==> config.mk <==
export PLATFORM = sky130hd
export DESIGN_NAME = spcf_top
export DESIGN_NICKNAME = d
export VERILOG_FILES = /design/src/common/spcf_pkg.sv /design/src/rtl/spcf_baud.sv /design/src/rtl/spcf_top.sv
export SDC_FILE = /design/constraint.sdc
export NUM_CORES = 1
export LEC_CHECK = 0
export ABC_AREA = 1
export BUFFER_PORTS_ARGS = -buffer_cell sky130_fd_sc_hd__buf_2
export CAP_MARGIN = 10
export CORE_ASPECT_RATIO = 0.6
export CORE_UTILIZATION = 30
export DETAILED_ROUTE_END_ITERATION = 6
export PLACE_DENSITY = 0.48
export SLEW_MARGIN = 30
export SYNTH_ARGS = -nofsm -noshare
export SYNTH_HDL_FRONTEND = slang
export SYNTH_SLANG_ARGS = --single-unit
==> constraint.sdc <==
create_clock -name core_clk -period 6.7 [get_ports core_clk]
set_clock_uncertainty 0.1 [all_clocks]
set_input_delay 0.335 -clock core_clk [delete_from_list [all_inputs] [get_ports core_clk]]
set_output_delay 0.335 -clock core_clk [all_outputs]
set_load 0.005 [all_outputs]
==> src/common/spcf_pkg.sv <==
package spcf_pkg;
	// Register byte offsets on the APB bus
	localparam logic [7:0] OFS_STATUS = 8'h00;
	localparam logic [7:0] OFS_CTRL1  = 8'h04;
	localparam logic [7:0] OFS_CTRL2  = 8'h08;
	localparam logic [7:0] OFS_BUF    = 8'h0c;
	// Primary control register fields
	localparam int B1_WORD   = 10;
	localparam int B1_SAMPLE = 9;
	localparam int B1_EDGE   = 8;
	localparam int B1_SSUSE  = 7;
	localparam int B1_CKP    = 6;
	localparam int B1_ROLE   = 5;
	localparam int B1_SEC_LO = 2;
	localparam int B1_PRI_LO = 0;
	localparam logic [15:0] CTRL1_MASK = 16'h07ff;
	// Framing control register fields
	localparam int B2_FRM   = 15;
	localparam int B2_FSD   = 14;
	localparam int B2_FPOL  = 13;
	localparam int B2_FEDGE = 1;
	localparam int B2_DEEP  = 0;
	localparam logic [15:0] CTRL2_MASK = 16'he003;
	// Status register fields
	localparam int BS_EN  = 15;
	localparam int BS_ROV = 6;
	localparam int BS_TBF = 1;
	localparam int BS_RBF = 0;
	localparam logic [15:0] CTRL_RESET = 16'h0000;
	// Receive store depth and word sizes
	localparam logic [2:0] RX_LIM_DEEP = 3'h4;
	localparam logic [2:0] RX_LIM_LEG  = 3'h1;
	localparam logic [4:0] BITS_WORD   = 5'h10;
	localparam logic [4:0] BITS_BYTE   = 5'h08;
	localparam logic [9:0] RATIO_MIN   = 10'h002;
	// Engine states
	typedef enum logic [1:0] {ST_IDLE, ST_SYNC, ST_XFER, ST_DONE} spcf_state_t;
	// Primary divide ratio from its 2-bit code
	function automatic logic [9:0] pri_ratio(input logic [1:0] c);
		unique case (c)
			2'h3: pri_ratio = 10'h001;
			2'h2: pri_ratio = 10'h004;
			2'h1: pri_ratio = 10'h010;
			default: pri_ratio = 10'h040;
		endcase
	endfunction
	// Secondary divide ratio is eight minus the code
	function automatic logic [9:0] sec_ratio(input logic [2:0] c);
		sec_ratio = 10'h008 - {7'h00, c};
	endfunction
endpackage

==> src/rtl/spcf_baud.sv <==
`timescale 1ns/100ps
`default_nettype none
// Bit-window timer for master role
module spcf_baud (
	input  wire logic       core_clk,   // Instruction clock
	input  wire logic       rst,        // Sync reset, high
	input  wire logic       run,        // Window timer running
	input  wire logic [1:0] pri,        // Primary divider code
	input  wire logic [2:0] sec,        // Secondary divider code
	output logic            first_half, // Window in first half
	output logic            bit_mid,    // Middle of bit window
	output logic            bit_end     // Last cycle of window
);
	logic [9:0] ratio;   // Cycles per bit window
	logic [9:0] prod;    // Raw divider product
	logic [9:0] half;    // Middle point
	logic [9:0] cnt_r;   // Window position
	logic [9:0] cnt_nxt; // Next position

	// Ratio 1:1 cannot toggle a registered pin, so floor at two
	always_comb begin
		prod = 10'(spcf_pkg::pri_ratio(pri) * spcf_pkg::sec_ratio(sec));
		ratio = (prod < spcf_pkg::RATIO_MIN) ? spcf_pkg::RATIO_MIN : prod;
		half = ratio >> 1;
		first_half = cnt_r < half;
		bit_mid = run && (cnt_r == half);
		bit_end = run && (cnt_r == ratio - 10'h001);
	end

	// Counter wraps every ratio cycles while running
	always_comb begin
		if (!run || bit_end) begin
			cnt_nxt = 10'h000;
		end else begin
			cnt_nxt = cnt_r + 10'h001;
		end
	end

	always_ff @(posedge core_clk) begin
		if (rst) begin
			cnt_r <= 10'h000;
		end else begin
			cnt_r <= cnt_nxt;
		end
	end
endmodule // spcf_baud
`default_nettype wire

==> src/rtl/spcf_top.sv <==
// Behaviour
// Master samples at bit end or middle
// Software keeps sample phase clear in slave
// Edge bit picks which clock transition shifts
// Edge bit ignored while framed
// Slave select pin used only when enabled
// Polarity bit sets clock idle level
// Role bit picks master or slave
// Secondary divider codes 7, 6, 0
// Secondary ratio is eight minus code
// Primary divider 1, 4, 16, 64
// Clock rate is core over product; a product of one runs at core over two
// Framing bit enables frame sync pulse
// Sync direction bit: input or output
// Sync polarity bit high or low active
// Sync coincides with or precedes first bit
// Buffer bit selects deep receive store
// Unused bits read zero, reset zero
// Word size bit: 16 or 8 bits
// Master starts when buffer written
// Full receive store drops data, flags overflow
// Enable bit hands pins to port
`timescale 1ns/100ps
`default_nettype none
module spcf_top (
	input  wire logic        core_clk,            // Instruction clock
	input  wire logic        rst,                 // Sync reset, high
	input  wire logic        psel,                // APB select
	input  wire logic        penable,             // APB enable
	input  wire logic        pwrite,              // APB direction
	input  wire logic [7:0]  paddr,               // APB byte address
	input  wire logic [31:0] pwdata,              // APB write data
	output logic      [31:0] prdata,              // APB read data
	output logic             pready,              // APB ready
	output logic             pslverr,             // APB error
	input  wire logic        serial_clock_pin_i,  // Clock pin level
	output logic             serial_clock_pin_o,  // Clock pin drive
	output logic             serial_clock_pin_oe, // Clock pin enable
	output logic             serial_out_pin_o,    // Data out level
	output logic             serial_out_pin_oe,   // Data out enable
	input  wire logic        serial_in_pin_i,     // Data in level
	input  wire logic        slave_select_pin_n_i,  // Select or sync in
	output logic             slave_select_pin_n_o,  // Sync pulse drive
	output logic             slave_select_pin_n_oe  // Sync pulse enable
);
	// Register file
	logic [15:0] ctrl1_r, ctrl1_nxt; // Primary control
	logic [15:0] ctrl2_r, ctrl2_nxt; // Framing control
	logic        en_r, en_nxt;       // Port enable
	logic        rov_r, rov_nxt;     // Receive overflow
	logic        tbf_r, tbf_nxt;     // Transmit holding full
	logic [15:0] tx_r, tx_nxt;       // Transmit holding word
	// APB answer
	logic [31:0] prdata_r, prdata_nxt;
	logic        pready_r, pready_nxt;
	logic        pslverr_r, pslverr_nxt;
	// Serial engine
	spcf_pkg::spcf_state_t state_r, state_nxt;
	logic [15:0] sr_r, sr_nxt;       // Transmit shifter
	logic [15:0] rsr_r, rsr_nxt;     // Receive shifter
	logic [4:0]  bitcnt_r, bitcnt_nxt; // Bits done
	logic        sck_q_r;            // Previous clock pin level
	logic        frame_on_r, frame_on_nxt; // Slave frame in progress
	// Receive store
	logic [15:0] rx_mem [4];         // Receive words
	logic [1:0]  rx_rd_r, rx_rd_nxt; // Oldest entry
	logic [2:0]  rx_cnt_r, rx_cnt_nxt; // Entries held
	// Pin registers
	logic sck_o_r, sck_o_nxt, sck_oe_r, sck_oe_nxt;
	logic sdo_o_r, sdo_o_nxt, sdo_oe_r, sdo_oe_nxt;
	logic ss_o_r, ss_o_nxt, ss_oe_r, ss_oe_nxt;
	// Decoded controls
	logic       master, framed, fsd, fpol, fedge, deep, cke_eff, sample_phase_sel, clock_idle_level;
	logic [4:0] nbits;
	logic [2:0] rx_lim;
	logic       first_half, bit_mid, bit_end, run;
	logic       setup, wr_acc, rd_pop, push, sync_seen, sel;
	logic       lead, trail, sample, fs_pulse;
	logic [15:0] rx_word;
	logic [1:0]  rx_wr;

	// Only the four word offsets answer without error
	function automatic logic mapped(input logic [7:0] a);
		mapped = (a == spcf_pkg::OFS_STATUS) || (a == spcf_pkg::OFS_CTRL1) ||
			(a == spcf_pkg::OFS_CTRL2) || (a == spcf_pkg::OFS_BUF);
	endfunction

	// Field decode
	always_comb begin
		master  = ctrl1_r[spcf_pkg::B1_ROLE];
		framed  = ctrl2_r[spcf_pkg::B2_FRM];
		fsd     = ctrl2_r[spcf_pkg::B2_FSD];
		fpol    = ctrl2_r[spcf_pkg::B2_FPOL];
		fedge   = ctrl2_r[spcf_pkg::B2_FEDGE];
		deep    = ctrl2_r[spcf_pkg::B2_DEEP];
		cke_eff = ctrl1_r[spcf_pkg::B1_EDGE] && !framed;
		sample_phase_sel     = ctrl1_r[spcf_pkg::B1_SAMPLE];
		clock_idle_level     = ctrl1_r[spcf_pkg::B1_CKP];
		nbits   = ctrl1_r[spcf_pkg::B1_WORD] ? spcf_pkg::BITS_WORD : spcf_pkg::BITS_BYTE;
		rx_lim  = deep ? spcf_pkg::RX_LIM_DEEP : spcf_pkg::RX_LIM_LEG;
		run     = master && (state_r == spcf_pkg::ST_SYNC || state_r == spcf_pkg::ST_XFER);
	end

	spcf_baud u_baud (
		.core_clk   (core_clk),
		.rst        (rst),
		.run        (run),
		.pri        (ctrl1_r[spcf_pkg::B1_PRI_LO +: 2]),
		.sec        (ctrl1_r[spcf_pkg::B1_SEC_LO +: 3]),
		.first_half (first_half),
		.bit_mid    (bit_mid),
		.bit_end    (bit_end)
	);

	// Link events and selection
	always_comb begin
		lead  = (serial_clock_pin_i ^ clock_idle_level) && !(sck_q_r ^ clock_idle_level);
		trail = !(serial_clock_pin_i ^ clock_idle_level) && (sck_q_r ^ clock_idle_level);
		sync_seen = framed && fsd && (slave_select_pin_n_i == fpol);
		if (framed) begin
			sel = fsd ? (frame_on_r || sync_seen) : 1'b1;
		end else begin
			sel = !ctrl1_r[spcf_pkg::B1_SSUSE] || !slave_select_pin_n_i;
		end
		// Master: middle of window unless end phase chosen; slave: on a clock edge
		if (master) begin
			sample = sample_phase_sel ? bit_end : bit_mid;
		end else begin
			sample = cke_eff ? lead : trail;
		end
	end

	// APB slave: answers in the cycle after setup, no waits
	always_comb begin
		setup  = psel && !penable;
		wr_acc = psel && penable && pready_r && pwrite;
		rd_pop = psel && penable && pready_r && !pwrite && (paddr == spcf_pkg::OFS_BUF) &&
			(rx_cnt_r != 3'h0);
		pready_nxt  = setup;
		pslverr_nxt = setup && !mapped(paddr);
		prdata_nxt  = prdata_r;
		if (setup) begin
			prdata_nxt = 32'h0000_0000;
			unique case (paddr)
				spcf_pkg::OFS_STATUS: begin
					prdata_nxt[spcf_pkg::BS_EN]  = en_r;
					prdata_nxt[spcf_pkg::BS_ROV] = rov_r;
					prdata_nxt[spcf_pkg::BS_TBF] = tbf_r;
					prdata_nxt[spcf_pkg::BS_RBF] = rx_cnt_r >= rx_lim;
				end
				spcf_pkg::OFS_CTRL1: prdata_nxt[15:0] = ctrl1_r;
				spcf_pkg::OFS_CTRL2: prdata_nxt[15:0] = ctrl2_r;
				spcf_pkg::OFS_BUF:   prdata_nxt[15:0] = rx_mem[rx_rd_r];
				default: prdata_nxt = 32'h0000_0000;
			endcase
		end
	end

	// Control registers; unimplemented bits never stored
	always_comb begin
		ctrl1_nxt = ctrl1_r;
		ctrl2_nxt = ctrl2_r;
		en_nxt    = en_r;
		if (wr_acc && paddr == spcf_pkg::OFS_CTRL1) begin
			ctrl1_nxt = pwdata[15:0] & spcf_pkg::CTRL1_MASK;
		end
		if (wr_acc && paddr == spcf_pkg::OFS_CTRL2) begin
			ctrl2_nxt = pwdata[15:0] & spcf_pkg::CTRL2_MASK;
		end
		if (wr_acc && paddr == spcf_pkg::OFS_STATUS) begin
			en_nxt = pwdata[spcf_pkg::BS_EN];
		end
	end

	// Serial engine and its buffer flags
	always_comb begin
		state_nxt    = state_r;
		sr_nxt       = sr_r;
		rsr_nxt      = rsr_r;
		bitcnt_nxt   = bitcnt_r;
		frame_on_nxt = frame_on_r;
		tx_nxt       = tx_r;
		tbf_nxt      = tbf_r;
		push         = 1'b0;
		rx_word      = ctrl1_r[spcf_pkg::B1_WORD] ? rsr_r : {8'h00, rsr_r[7:0]};
		unique case (state_r)
			spcf_pkg::ST_IDLE: begin
				// Master waits for data, and for an incoming sync if it listens
				if (en_r && ((master && tbf_r && (!framed || !fsd || sync_seen)) ||
					(!master && sel))) begin
					sr_nxt     = tx_r;
					tbf_nxt    = 1'b0;
					bitcnt_nxt = 5'h00;
					rsr_nxt    = 16'h0000;
					frame_on_nxt = !master && sync_seen;
					// Early pulse needs a spare bit window first
					state_nxt = (master && framed && !fsd && !fedge) ?
						spcf_pkg::ST_SYNC : spcf_pkg::ST_XFER;
				end
			end
			spcf_pkg::ST_SYNC: begin
				if (bit_end) begin
					state_nxt = spcf_pkg::ST_XFER;
				end
			end
			spcf_pkg::ST_XFER: begin
				if (sample) begin
					rsr_nxt = {rsr_r[14:0], serial_in_pin_i};
				end
				if (master) begin
					// Data changes at each window boundary
					if (bit_end) begin
						sr_nxt     = sr_r << 1;
						bitcnt_nxt = bitcnt_r + 5'h01;
						if (bitcnt_r == nbits - 5'h01) begin
							state_nxt = spcf_pkg::ST_DONE;
						end
					end
				end else if (!sel) begin
					// Deselect mid-word drops the partial word
					state_nxt = spcf_pkg::ST_IDLE;
				end else begin
					if (cke_eff ? trail : (lead && bitcnt_r != 5'h00)) begin
						sr_nxt = sr_r << 1;
					end
					if (sample) begin
						bitcnt_nxt = bitcnt_r + 5'h01;
						if (bitcnt_r == nbits - 5'h01) begin
							state_nxt = spcf_pkg::ST_DONE;
						end
					end
				end
			end
			spcf_pkg::ST_DONE: begin
				push         = 1'b1;
				frame_on_nxt = 1'b0;
				state_nxt    = spcf_pkg::ST_IDLE;
			end
		endcase
		if (!en_r) begin
			state_nxt    = spcf_pkg::ST_IDLE;
			frame_on_nxt = 1'b0;
		end
		// A write while the holding word is full is ignored
		if (wr_acc && paddr == spcf_pkg::OFS_BUF && !tbf_r) begin
			tx_nxt  = pwdata[15:0];
			tbf_nxt = 1'b1;
		end
	end

	// Receive store and overflow; a set beats a clear
	always_comb begin
		rx_wr      = 2'(rx_rd_r + rx_cnt_r[1:0]);
		rx_rd_nxt  = rx_rd_r;
		rx_cnt_nxt = rx_cnt_r;
		rov_nxt    = rov_r;
		if (wr_acc && paddr == spcf_pkg::OFS_STATUS && !pwdata[spcf_pkg::BS_ROV]) begin
			rov_nxt = 1'b0;
		end
		if (rd_pop) begin
			rx_rd_nxt  = rx_rd_r + 2'h1;
			rx_cnt_nxt = rx_cnt_r - 3'h1;
		end
		if (push && rx_cnt_r >= rx_lim) begin
			rov_nxt = 1'b1;
		end else if (push) begin
			rx_cnt_nxt = rx_cnt_nxt + 3'h1;
		end
	end

	// Pin drive, registered so every output comes from a flop
	always_comb begin
		fs_pulse = (state_r == spcf_pkg::ST_SYNC) || (master && fedge &&
			state_r == spcf_pkg::ST_XFER && bitcnt_r == 5'h00);
		sck_oe_nxt = en_r && master;
		// Clock rests in the spare sync window so the far side counts only data bits
		sck_o_nxt  = clock_idle_level ^ (run && state_r == spcf_pkg::ST_XFER && (first_half ^ cke_eff));
		sdo_oe_nxt = en_r && (master || sel);
		sdo_o_nxt  = ctrl1_r[spcf_pkg::B1_WORD] ? sr_r[15] : sr_r[7];
		ss_oe_nxt  = en_r && framed && !fsd;
		ss_o_nxt   = fs_pulse ? fpol : !fpol;
	end

	// Receive array written only on an accepted push
	always_ff @(posedge core_clk) begin
		if (push && rx_cnt_r < rx_lim) begin
			rx_mem[rx_wr] <= rx_word;
		end
	end

	// All state registers except the receive array
	always_ff @(posedge core_clk) begin
		if (rst) begin
			ctrl1_r    <= spcf_pkg::CTRL_RESET;
			ctrl2_r    <= spcf_pkg::CTRL_RESET;
			en_r       <= 1'b0;
			rov_r      <= 1'b0;
			tbf_r      <= 1'b0;
			tx_r       <= 16'h0000;
			prdata_r   <= 32'h0000_0000;
			pready_r   <= 1'b0;
			pslverr_r  <= 1'b0;
			state_r    <= spcf_pkg::ST_IDLE;
			sr_r       <= 16'h0000;
			rsr_r      <= 16'h0000;
			bitcnt_r   <= 5'h00;
			sck_q_r    <= 1'b0;
			frame_on_r <= 1'b0;
			rx_rd_r    <= 2'h0;
			rx_cnt_r   <= 3'h0;
			sck_o_r    <= 1'b0;
			sck_oe_r   <= 1'b0;
			sdo_o_r    <= 1'b0;
			sdo_oe_r   <= 1'b0;
			ss_o_r     <= 1'b1;
			ss_oe_r    <= 1'b0;
		end else begin
			ctrl1_r    <= ctrl1_nxt;
			ctrl2_r    <= ctrl2_nxt;
			en_r       <= en_nxt;
			rov_r      <= rov_nxt;
			tbf_r      <= tbf_nxt;
			tx_r       <= tx_nxt;
			prdata_r   <= prdata_nxt;
			pready_r   <= pready_nxt;
			pslverr_r  <= pslverr_nxt;
			state_r    <= state_nxt;
			sr_r       <= sr_nxt;
			rsr_r      <= rsr_nxt;
			bitcnt_r   <= bitcnt_nxt;
			sck_q_r    <= serial_clock_pin_i;
			frame_on_r <= frame_on_nxt;
			rx_rd_r    <= rx_rd_nxt;
			rx_cnt_r   <= rx_cnt_nxt;
			sck_o_r    <= sck_o_nxt;
			sck_oe_r   <= sck_oe_nxt;
			sdo_o_r    <= sdo_o_nxt;
			sdo_oe_r   <= sdo_oe_nxt;
			ss_o_r     <= ss_o_nxt;
			ss_oe_r    <= ss_oe_nxt;
		end
	end

	assign prdata                = prdata_r;
	assign pready                = pready_r;
	assign pslverr               = pslverr_r;
	assign serial_clock_pin_o    = sck_o_r;
	assign serial_clock_pin_oe   = sck_oe_r;
	assign serial_out_pin_o      = sdo_o_r;
	assign serial_out_pin_oe     = sdo_oe_r;
	assign slave_select_pin_n_o  = ss_o_r;
	assign slave_select_pin_n_oe = ss_oe_r;
endmodule // spcf_top
`default_nettype wire

**Yosys cells after proc, flatten, opt, wreduce, memory -nomap -nowiden**

Memories as Yosys holds them, arrays and structs flattened. A register that Yosys moved wholly into a read port is not among the register bits.
Cells that the tools add are included.

- ROM bits: 0
- Bits in latches: 0
- Output and inout port bits: 40
- Word-level logic and storage cells: 209
- Memory bits (writable): 64
- Memories: 1
- Input bits: 48
- Register bits after elaboration: 115

Memory list:

| memory | words | width | rd ports | clocked after memory_dff | wr ports | RTL line | text |
|---|---|---|---|---|---|---|---|
| rx_mem | 4 | 16 | 1 | 1 | 1 | spcf_top.sv:65 | `logic [15:0] rx_mem [4];` |

- Shifts and indexed selects: 0
- Divide/modulo/power cells: 0
- $add $sub $neg: 9
- Bitwise gates (word level): 5
- Reduce and logical (&&, ||, !) cells: 87
- Order comparisons: 4
- Multiply operators: 1
- Equal/unequal tests: 21
- Mux-type cells: 57

Operators by type and width:

| cell | count |
|---|---|
| 16-bit two-way mux | 8 |
| 16-bit case mux with 2 select lines | 2 |
| 1-bit logical AND | 42 |
| 5-bit two-way mux | 6 |
| 8-bit case mux with 3 select lines | 1 |
| 7-bit case mux with 3 select lines | 1 |
| 2-bit two-way mux | 10 |
| 1-bit two-way mux | 17 |
| 8-bit by 4-bit == test with 1-bit output (second input constant) | 2 |
| 2-bit case mux with 4 select lines | 2 |
| 1-bit logical NOT | 15 |
| 1-bit logical OR | 12 |
| 3-bit two-way mux | 4 |
| 3-bit != test (second input constant) | 4 |
| 10-bit by 1-bit adder with 10-bit output (second input constant) | 1 |
| 10-bit == test | 1 |
| 10-bit by 9-bit == test with 1-bit output | 1 |
| 10-bit by 2-bit < comparator with 1-bit output (second input constant) | 1 |
| 10-bit by 9-bit < comparator with 1-bit output | 1 |
| 7-bit by 10-bit multiplier with 10-bit output | 1 |
| 10-bit two-way mux | 1 |
| 5-bit case mux with 2 select lines | 1 |
| 5-bit AND reduction | 2 |
| 2-bit nonzero test | 5 |
| 31 further kinds | 43 |

**Logic depth before layout (Yosys ltp)**

Gate-level depths: netlist of the first run.

- Depth after elaboration: 14
- Gate-level depth with buffers: 35
- Depth with buffers taken out: 35

**Cells and area by module**

A second synthesis of the first run with hierarchy kept.

- Cell total of the unflattened synthesis: 1,130
- Area, all modules: 9,156.3 sq um

By module, submodules not included:

| module | times used | area an instance (sq um) | cells each |
|---|---|---|---|
| spcf_top | 1 | 7,519.7 | 887 |
| spcf_baud | 1 | 1,636.6 | 243 |

**Worst setup path after synthesis of the first run**

No wires, ideal clock.

- Kind: register to register
- Start: register ctrl1_r[2]
- End: register sr_r[7]
- Buffers on the path: 1
- Clock period less this slack: 4.633 ns
- Data arrival time: 4.401 ns
- Path slack: 2.067 ns
- Stages on the path, launching flop included: 33
- Path through: dfxtp_1 inv_2 ha_1 inv_1 nor2_1 ha_1 ha_1 ha_1 ha_1 nand2_1 inv_2 nand3_1 nand2_1 clkinv_1 nor2_1 nand3_2 nand2_2 ha_1 nand2_1 nor2_1 nand4_1 or2_1 nand2_1 o21ai_1 clkinv_1 nand3_2 nor2_2 nand3_2 nand2_4 nand2_4 buf_2 nand2_1 a21oi_1

- Word-level cells in the longest chain between the ends: 9

Ends and longest elaborated chain:

| item | RTL line | text |
|---|---|---|
| start: declaration | spcf_top.sv:47 | `logic [15:0] ctrl1_r, ctrl1_nxt;` |
| start signal: assignment | spcf_top.sv:294 | `ctrl1_r <= spcf_pkg::CTRL_RESET;` |
| start signal: assignment | spcf_top.sv:318 | `ctrl1_r <= ctrl1_nxt;` |
| 4-bit by 3-bit subtractor with 5-bit output * | spcf_pkg.sv:49 | `sec_ratio = 10'h008 - {7'h00, c};` |
| 7-bit by 10-bit multiplier with 10-bit output * | spcf_baud.sv:22 | `prod = 10'(spcf_pkg::pri_ratio(pri) * spcf_pkg::sec_ratio(sec));` |
| 10-bit by 2-bit < comparator with 1-bit output | spcf_baud.sv:23 | `ratio = (prod < spcf_pkg::RATIO_MIN) ? spcf_pkg::RATIO_MIN : prod;` |
| 10-bit two-way mux * | spcf_baud.sv:23 |  |
| 10-bit by 1-bit subtractor with 10-bit output * | spcf_baud.sv:27 | `bit_end = run && (cnt_r == ratio - 10'h001);` |
| 10-bit == test * | spcf_baud.sv:27 |  |
| 1-bit logical AND * | spcf_baud.sv:27 |  |
| 3-bit != test (no source line) * | - |  |
| 5-bit AND reduction (no source line) * | - |  |
| end signal: assignment | spcf_top.sv:328 | `sr_r <= sr_nxt;` |
| end: declaration | spcf_top.sv:59 | `logic [15:0] sr_r, sr_nxt;` |

Every way passes the cells marked *; elsewhere a longest branch is shown, timed or not.
A chain may end at the register's enable or synchronous reset.

**Final worst setup path of the first run**

- Start: register ctrl1_r[2]
- End: register sr_r[1]

Same word-level chain as after synthesis.

==> qor.txt, run 1 <==
status: finished clean
Final Hold Viols: 0
worst endpoint required time: 6.91 ns
setup violators final: 0
vias in the first global route: 6777
I/O pin total: 88
flops & latches, synth: 181
Crit path depth: 31
XOR/XNOR share of the synthesized area: 0.02871
mux cell area share after synthesis: 0
TritonCTS buffer count: 17
CP Max Fanout: 21
critical path class: reg2reg
DIE AREA: 0.03109 mm^2
setup_tns: 0 ns
cts-stage hold buffer count: 0
reg-to-reg startpoint: ctrl1_r[2]
clk slew on worst S/H paths: 0.07 ns
Row Count: 48
Least-Margin Pin Slew: 1.049 ns
largest cells by area after synthesis: dfxtp_1, edfxtp_1, nand2_1
first-pass GRT wire length: 39.96 mm
core area: 0.02931 mm^2
area grow syn2layout: 13.76%
ys async rst share: 0
FF-to-FF path depth: 31
Leakage: 4.238 nW
max incr delay on CP: 0.36 ns
clk_lat worst skew: 0.46 ns
die height: 137.0 um
Chip Width: 227.0 um
EDFF count, synth: 64
GRT Total Usage: 0.1752
Final #Nets: 1267
Post-Syn Area per Cell: 8.018 um^2
Max rail drop VDD: 184.1 uV
reg2reg setup slack: 1.14 ns
final wirelength: 26.18 mm
ant diodes: 0
Max Root-Sink Buffers: 2
# resized after CTS: 0
post-CTS setup buffer count: 0
H-tree level count: 4
top_reg_cell synth: dfxtp_1
crit end category: flip-flop
Arrival @ worst endpoint: 5.78 ns
Final min period: 5.564 ns
First DRT Iteration DRCs: 646
CP dominant cell by count: ha_1
main combinational cell family by area after synthesis: simple AND/OR/NAND/NOR gates
DR WL/cell: 16.47 um
share of the synthesized area in the top cell type: 0.2571
initial core utilization: 0.3108
Seq/Total Area, Yosys: 0.4681
post-synth cell types: 49
Max Freq: 0.1797 GHz
Post-Synthesis Cell Area: 0.009109 mm^2
Worst R2R End: sr_r[1]
DRT Pass-1 Iters: 5
initial antenna violation count: 0
Placer Congestion: 0.8306
DR vias/cell: 4.685
RSZ-0062 raised after global routing: false
share of cells above drive strength 1: 0.1109
Pwr Density: 213.4 mW/mm^2
Mapped Cells: 1136
CP max stage cell: dfxtp_1
Residual DRC: 0
post-synthesis compound-gate area fraction: 0.1371
Simple-Gate Fraction of Synth Area: 0.2192
CTS tree: yes
period utilization: 0.8304
Final Max Slew Viols: 0
Post-DRT Antenna Nets: 0
synth warn: 0
Adder-Cell Fraction of Synth Area: 0.05852
Hold WC Path Type: in2reg
max-capacitance violation count: 0
Critical Path End: sr_r[1]
worst setup path start: ctrl1_r[2]
total instance count after detailed placement: 1556
Post-DP HPWL: 18.66 mm
via count: 7449
Slew HR: 0.2939
cell family with most CP delay: simple AND/OR/NAND/NOR gates
Finished Core Util: 0.3536
GRT overflow: 0
Synth top cells by count: nand2_1, nor2_1, inv_1
root buf cell: clkbuf_16
count leader, synth: nand2_1
Clock Sinks: 181
port bufs: 55
largest net degree at the start of global routing: 45
Non-Filler Instances: 1590
Startpoint Class: flip-flop
Crit path buffers/inverters: 5
Yosys top cell by area: dfxtp_1
-- kinds of logic (layout without fill, tap and decap cells) --
logic type / Yosys count / in the layout
AND/OR/NAND/NOR: 464 / 464
AO/OA/AOI/OAI: 229 / 229
other: 1 / 17
buffers and inverters: 190 / 228
XOR/XNOR: 29 / 29
flip-flops: 181 / 181
adder cells (fa/ha/maj): 42 / 42
-- cell usage in the layout, fill, tap and decap left out, types with 3 or more instances in the layout --
master,instances
o22ai_1,4
nand2_2,3
clkbuf_16,17
nor2_1,122
dfxtp_1,117
nor3_2,3
nand3_2,4
clkinv_1,6
nand4_1,10
conb_1,17
buf_2,55
a221oi_1,5
nand3b_1,3
nand3_1,69
ha_1,41
edfxtp_1,64
inv_2,5
nor4_1,4
nor2_2,6
a21oi_1,105
xor2_1,19
xnor2_1,9
a31oi_1,5
o21ai_0,88
nand2_1,212
a41oi_1,3
nor3_1,16
a32o_1,6
or2_2,4
buf_4,11
inv_6,4
inv_1,118
-- per-layer routing --
metal | wire (um) | global-route usage | up-vias
li1 | - | - | 3829
met1 | 14700 | 0.2774 | 3462
met2 | 9921 | 0.2302 | 145
met3 | 1392 | 0.04465 | 13
met4 | 165 | 0.03691 | 0
met5 | 0 | 0 | -
-- where the power goes --
part	leakage, nW	internal (mW)	total (mW)	switching [mW]
Combinational	2.33	0.0162	0.0552	0.0390
Sequential	1.62	1.13	1.13	0.00188
Clock	0.290	0.544	1.02	0.480
-- flip-flops by register name, summed over array words and instances, names as in the netlist, 2 cells and up, named ones only --
signal        count
rx_mem           64
prdata           16
rsr_r            16
sr_r             16
tx_r             16
ctrl1_r          11
u_baud.cnt_r     10
bitcnt_r          5
ctrl2_r           5
rx_cnt_r          3
rx_rd_r           2
state_r           2
-- tightest hold or removal path, delay by kind of cell --
kind,cells,cell delay [ns]
simple gates,1,0.03
buf+inv,2,0.17
-- per-stage QoR --
step / hold WS [ns] / total power, mW / worst slack [ns] / area (um^2)
global placement: 0.3418 / 1.212 / 1.227 / 9742
CTS: 0.01115 / 2.235 / 1.137 / 10340
detailed placement: 0.3508 / 1.212 / 1.166 / 9742
global route: 0.02716 / 2.285 / 0.6633 / 10360
finish: 0.02987 / 2.211 / 1.136 / 10360
floorplan: 0.3245 / 1.190 / 2.067 / 9169
-- layout make-up --
class | instances | area (um^2)
inverter | 128 | 480.5
tap | 400 | 500.5
clock buffer | 19 | 452.9
fill | 3145 | 18950
sequential | 181 | 4264
timing repair buffer | 68 | 380.4
clock inverter | 13 | 142.6
multi-input combinational | 781 | 4141
-- how the worst min path moves through the flow --
stage,cells past startpoint,to,start,slack [ns]
floorplan,2,tx_r[11],tx_r[11],0.32
CTS,3,sck_q_r,serial_clock_pin_i,0.01
detailed placement,2,tx_r[15],tx_r[15],0.35
global route,3,sck_q_r,serial_clock_pin_i,0.03
global placement,2,tx_r[12],tx_r[12],0.34
finish,3,sck_q_r,serial_clock_pin_i,0.03
(Power assumes the default switching activity.)
==> run 2, diff against run 1 <==
--- a/config.mk
+++ b/config.mk
@@ -5,7 +5,7 @@
 export SDC_FILE = /design/constraint.sdc
 export NUM_CORES = 1
 export LEC_CHECK = 0
-export ABC_AREA = 1
+export ABC_AREA = 0
 export BUFFER_PORTS_ARGS = -buffer_cell sky130_fd_sc_hd__buf_2
 export CAP_MARGIN = 10
 export CORE_ASPECT_RATIO = 0.6
==> constraint.sdc (replaced) <==
create_clock -name core_clk -period 5.55 [get_ports core_clk]
set_clock_uncertainty 0.1 [all_clocks]
set_input_delay 0.2775 -clock core_clk [delete_from_list [all_inputs] [get_ports core_clk]]
set_output_delay 0.2775 -clock core_clk [all_outputs]
set_load 0.005 [all_outputs]
==> qor.txt, run 2 <==
Clock Sinks: 181
Yosys top cell by area: dfxtp_1
ant diodes: 0
post-synth cell types: 70
clk slew on worst S/H paths: 0.07 ns
Pwr Density: 238.4 mW/mm^2
Final #Nets: 1059
setup_tns: 0 ns
I/O pin total: 88
Row Count: 48
clk_lat worst skew: 0.44 ns
share of cells above drive strength 1: 0.2597
max reg flops: 64
initial core utilization: 0.3088
Post-DP HPWL: 17.15 mm
total instance count after detailed placement: 1315
crit end category: flip-flop
H-tree level count: 4
GRT overflow: 0
Mapped Cells: 852
DRT Pass-1 Iters: 5
initial antenna violation count: 1
area grow syn2layout: 24.74%
largest net degree at the start of global routing: 84
top_reg_cell synth: dfxtp_1
core area: 0.02907 mm^2
CTS tree: yes
Post-Syn Area per Cell: 10.54 um^2
Post-Synthesis Cell Area: 0.008976 mm^2
ys async rst share: 0
Residual DRC: 0
Post-DRT Antenna Nets: 0
Chip Width: 225.3 um
Startpoint Class: flip-flop
First DRT Iteration DRCs: 563
first-pass GRT wire length: 37.43 mm
Max rail drop VDD: 180.4 uV
period utilization: 0.9929
synth warn: 0
via count: 6796
EDFF count, synth: 64
worst endpoint required time: 5.80 ns
Seq/Total Area, Yosys: 0.4750
DR WL/cell: 18.19 um
CP max stage cell: or4b_4
Leakage: 4.241 nW
share of the synthesized area in the top cell type: 0.2609
Least-Margin Pin Slew: 1.012 ns
Hold WS: 0.02010 ns
CP Max Fanout: 7
GRT Total Usage: 0.1656
setup violators final: 0
flops & latches, synth: 181
DR vias/cell: 4.918
Hold WC Path Type: in2reg
max-capacitance violation count: 0
Synth top cells by count: dfxtp_1, nor2_1, nand2_1
Max Root-Sink Buffers: 2
Reg with most FFs: rx_mem
most frequent cells in the layout: dfxtp_1, nor2_1, nand2_1
DP Area: 0.009970 mm^2
Non-Filler Instances: 1382
port bufs: 55
count leader, synth: dfxtp_1
Max Freq: 0.1815 GHz
CP dominant cell by count: buf_4
total of fill cells in the finished design: 2876
TritonCTS buffer count: 17
RSZ-0062 raised after global routing: true
Slew HR: 0.3251
max incr delay on CP: 0.55 ns
Final Max Slew Viols: 0
Final min period: 5.511 ns
Arrival @ worst endpoint: 5.76 ns
vias in the first global route: 6080
die height: 136.0 um
critical path class: reg2reg
Placer Congestion: 0.8201
status: finished clean
fin area: 0.01120 mm^2
Setup WS post-layout: 0.03941 ns
pre-CTS setup slack: -0.3766 ns
DIE AREA: 0.03064 mm^2
largest cells by area after synthesis: dfxtp_1, edfxtp_1, ha_1
Final Hold Viols: 0
commonest non-fill, non-tap cell in the layout: dfxtp_1
final wirelength: 25.13 mm
root buf cell: clkbuf_16
==> run 2: cell count changes in the layout (fill, tap and decap cells not counted), sizes merged, moves of 44 or more <==
cell | before | now
inv | 128 | 28
nand3 | 73 | 16
buf | 68 | 132
mux2i | 0 | 44
a21oi | 105 | 36
o21ai | 90 | 15
nand2 | 217 | 74
==> run 2: kinds of logic after synthesis <==
family / synth area share
AO/OA/AOI/OAI: 0.1076
XOR/XNOR: 0.04711
adder cells (fa/ha/maj): 0.05938
buffers and inverters: 0.04558
flip-flops: 0.4750
multiplexers: 0.1030
other: 0.0004178
AND/OR/NAND/NOR: 0.1618
==> run 2: layout make-up <==
cell class              instances  area, um^2  share of cell area
inverters                      25       93.84            0.008381
clock buffers                  20       456.7             0.04079
well taps                     400       500.5             0.04470
flip-flops and latches        181        4267              0.3810
clock inverters                12       125.1             0.01117
multi-input cells             599        4649              0.4152
repair buffers                145        1105             0.09867
==> run 2: critical path: cells and delay by family (launching register included) <==
kind / cells / cell delay (ns)
adders and majority gates: 4 / 0.98
AOI/OAI and AO/OA: 3 / 0.51
buffers and inverters: 13 / 1.45
DFF: 1 / 0.34
muxes: 2 / 0.40
and+or+nand+nor: 6 / 1.61
==> run 2: report_power, final <==
group          leakage [nW]  switching (mW)  internal [mW]
sequential             1.40         0.00304           1.36
combinational          2.55          0.0514         0.0321
clock                 0.284           0.531          0.687
total                  4.24           0.586           2.08
==> run 2: timing repair <==
action / 4_1_cts / 5_1_grt
pin swaps: 10 / 34
setup endpoints to repair: 50 / 50
hold endpoints to repair: 16 / 0
resized for setup: 18 / 49
gates cloned: 2 / 3
hold buffers: 11 / 0
buffers inserted: 15 / 6
==> run 2: final timing paths <==
check / from / to / slack (ns) / cells after the start
max: ctrl1_r[3] / sr_r[12] / 0.04 / 28
min: pwdata[0] / tx_r[0] / 0.02 / 3
max reg2reg: ctrl1_r[3] / sr_r[12] / 0.04 / 28
min reg2reg: tx_r[3] / tx_r[3] / 0.35 / 2
==> run 2: routing by layer <==
layer | global-route usage | wire [um] | vias up
li1 | - | - | 3301
met1 | 0.2723 | 13800 | 3319
met2 | 0.2080 | 9643 | 158
met3 | 0.03220 | 1436 | 18
met4 | 0.04724 | 252 | 0
met5 | 0 | 0 | -
==> run 2: metrics by stage <==
step / utilization / total power, mW
floorplan: - / 1.444
global placement: 0.3430 / 1.470
detailed placement: 0.3430 / 1.470
CTS: 0.3759 / 2.697
global route: 0.3852 / 2.762
finish: 0.3852 / 2.669
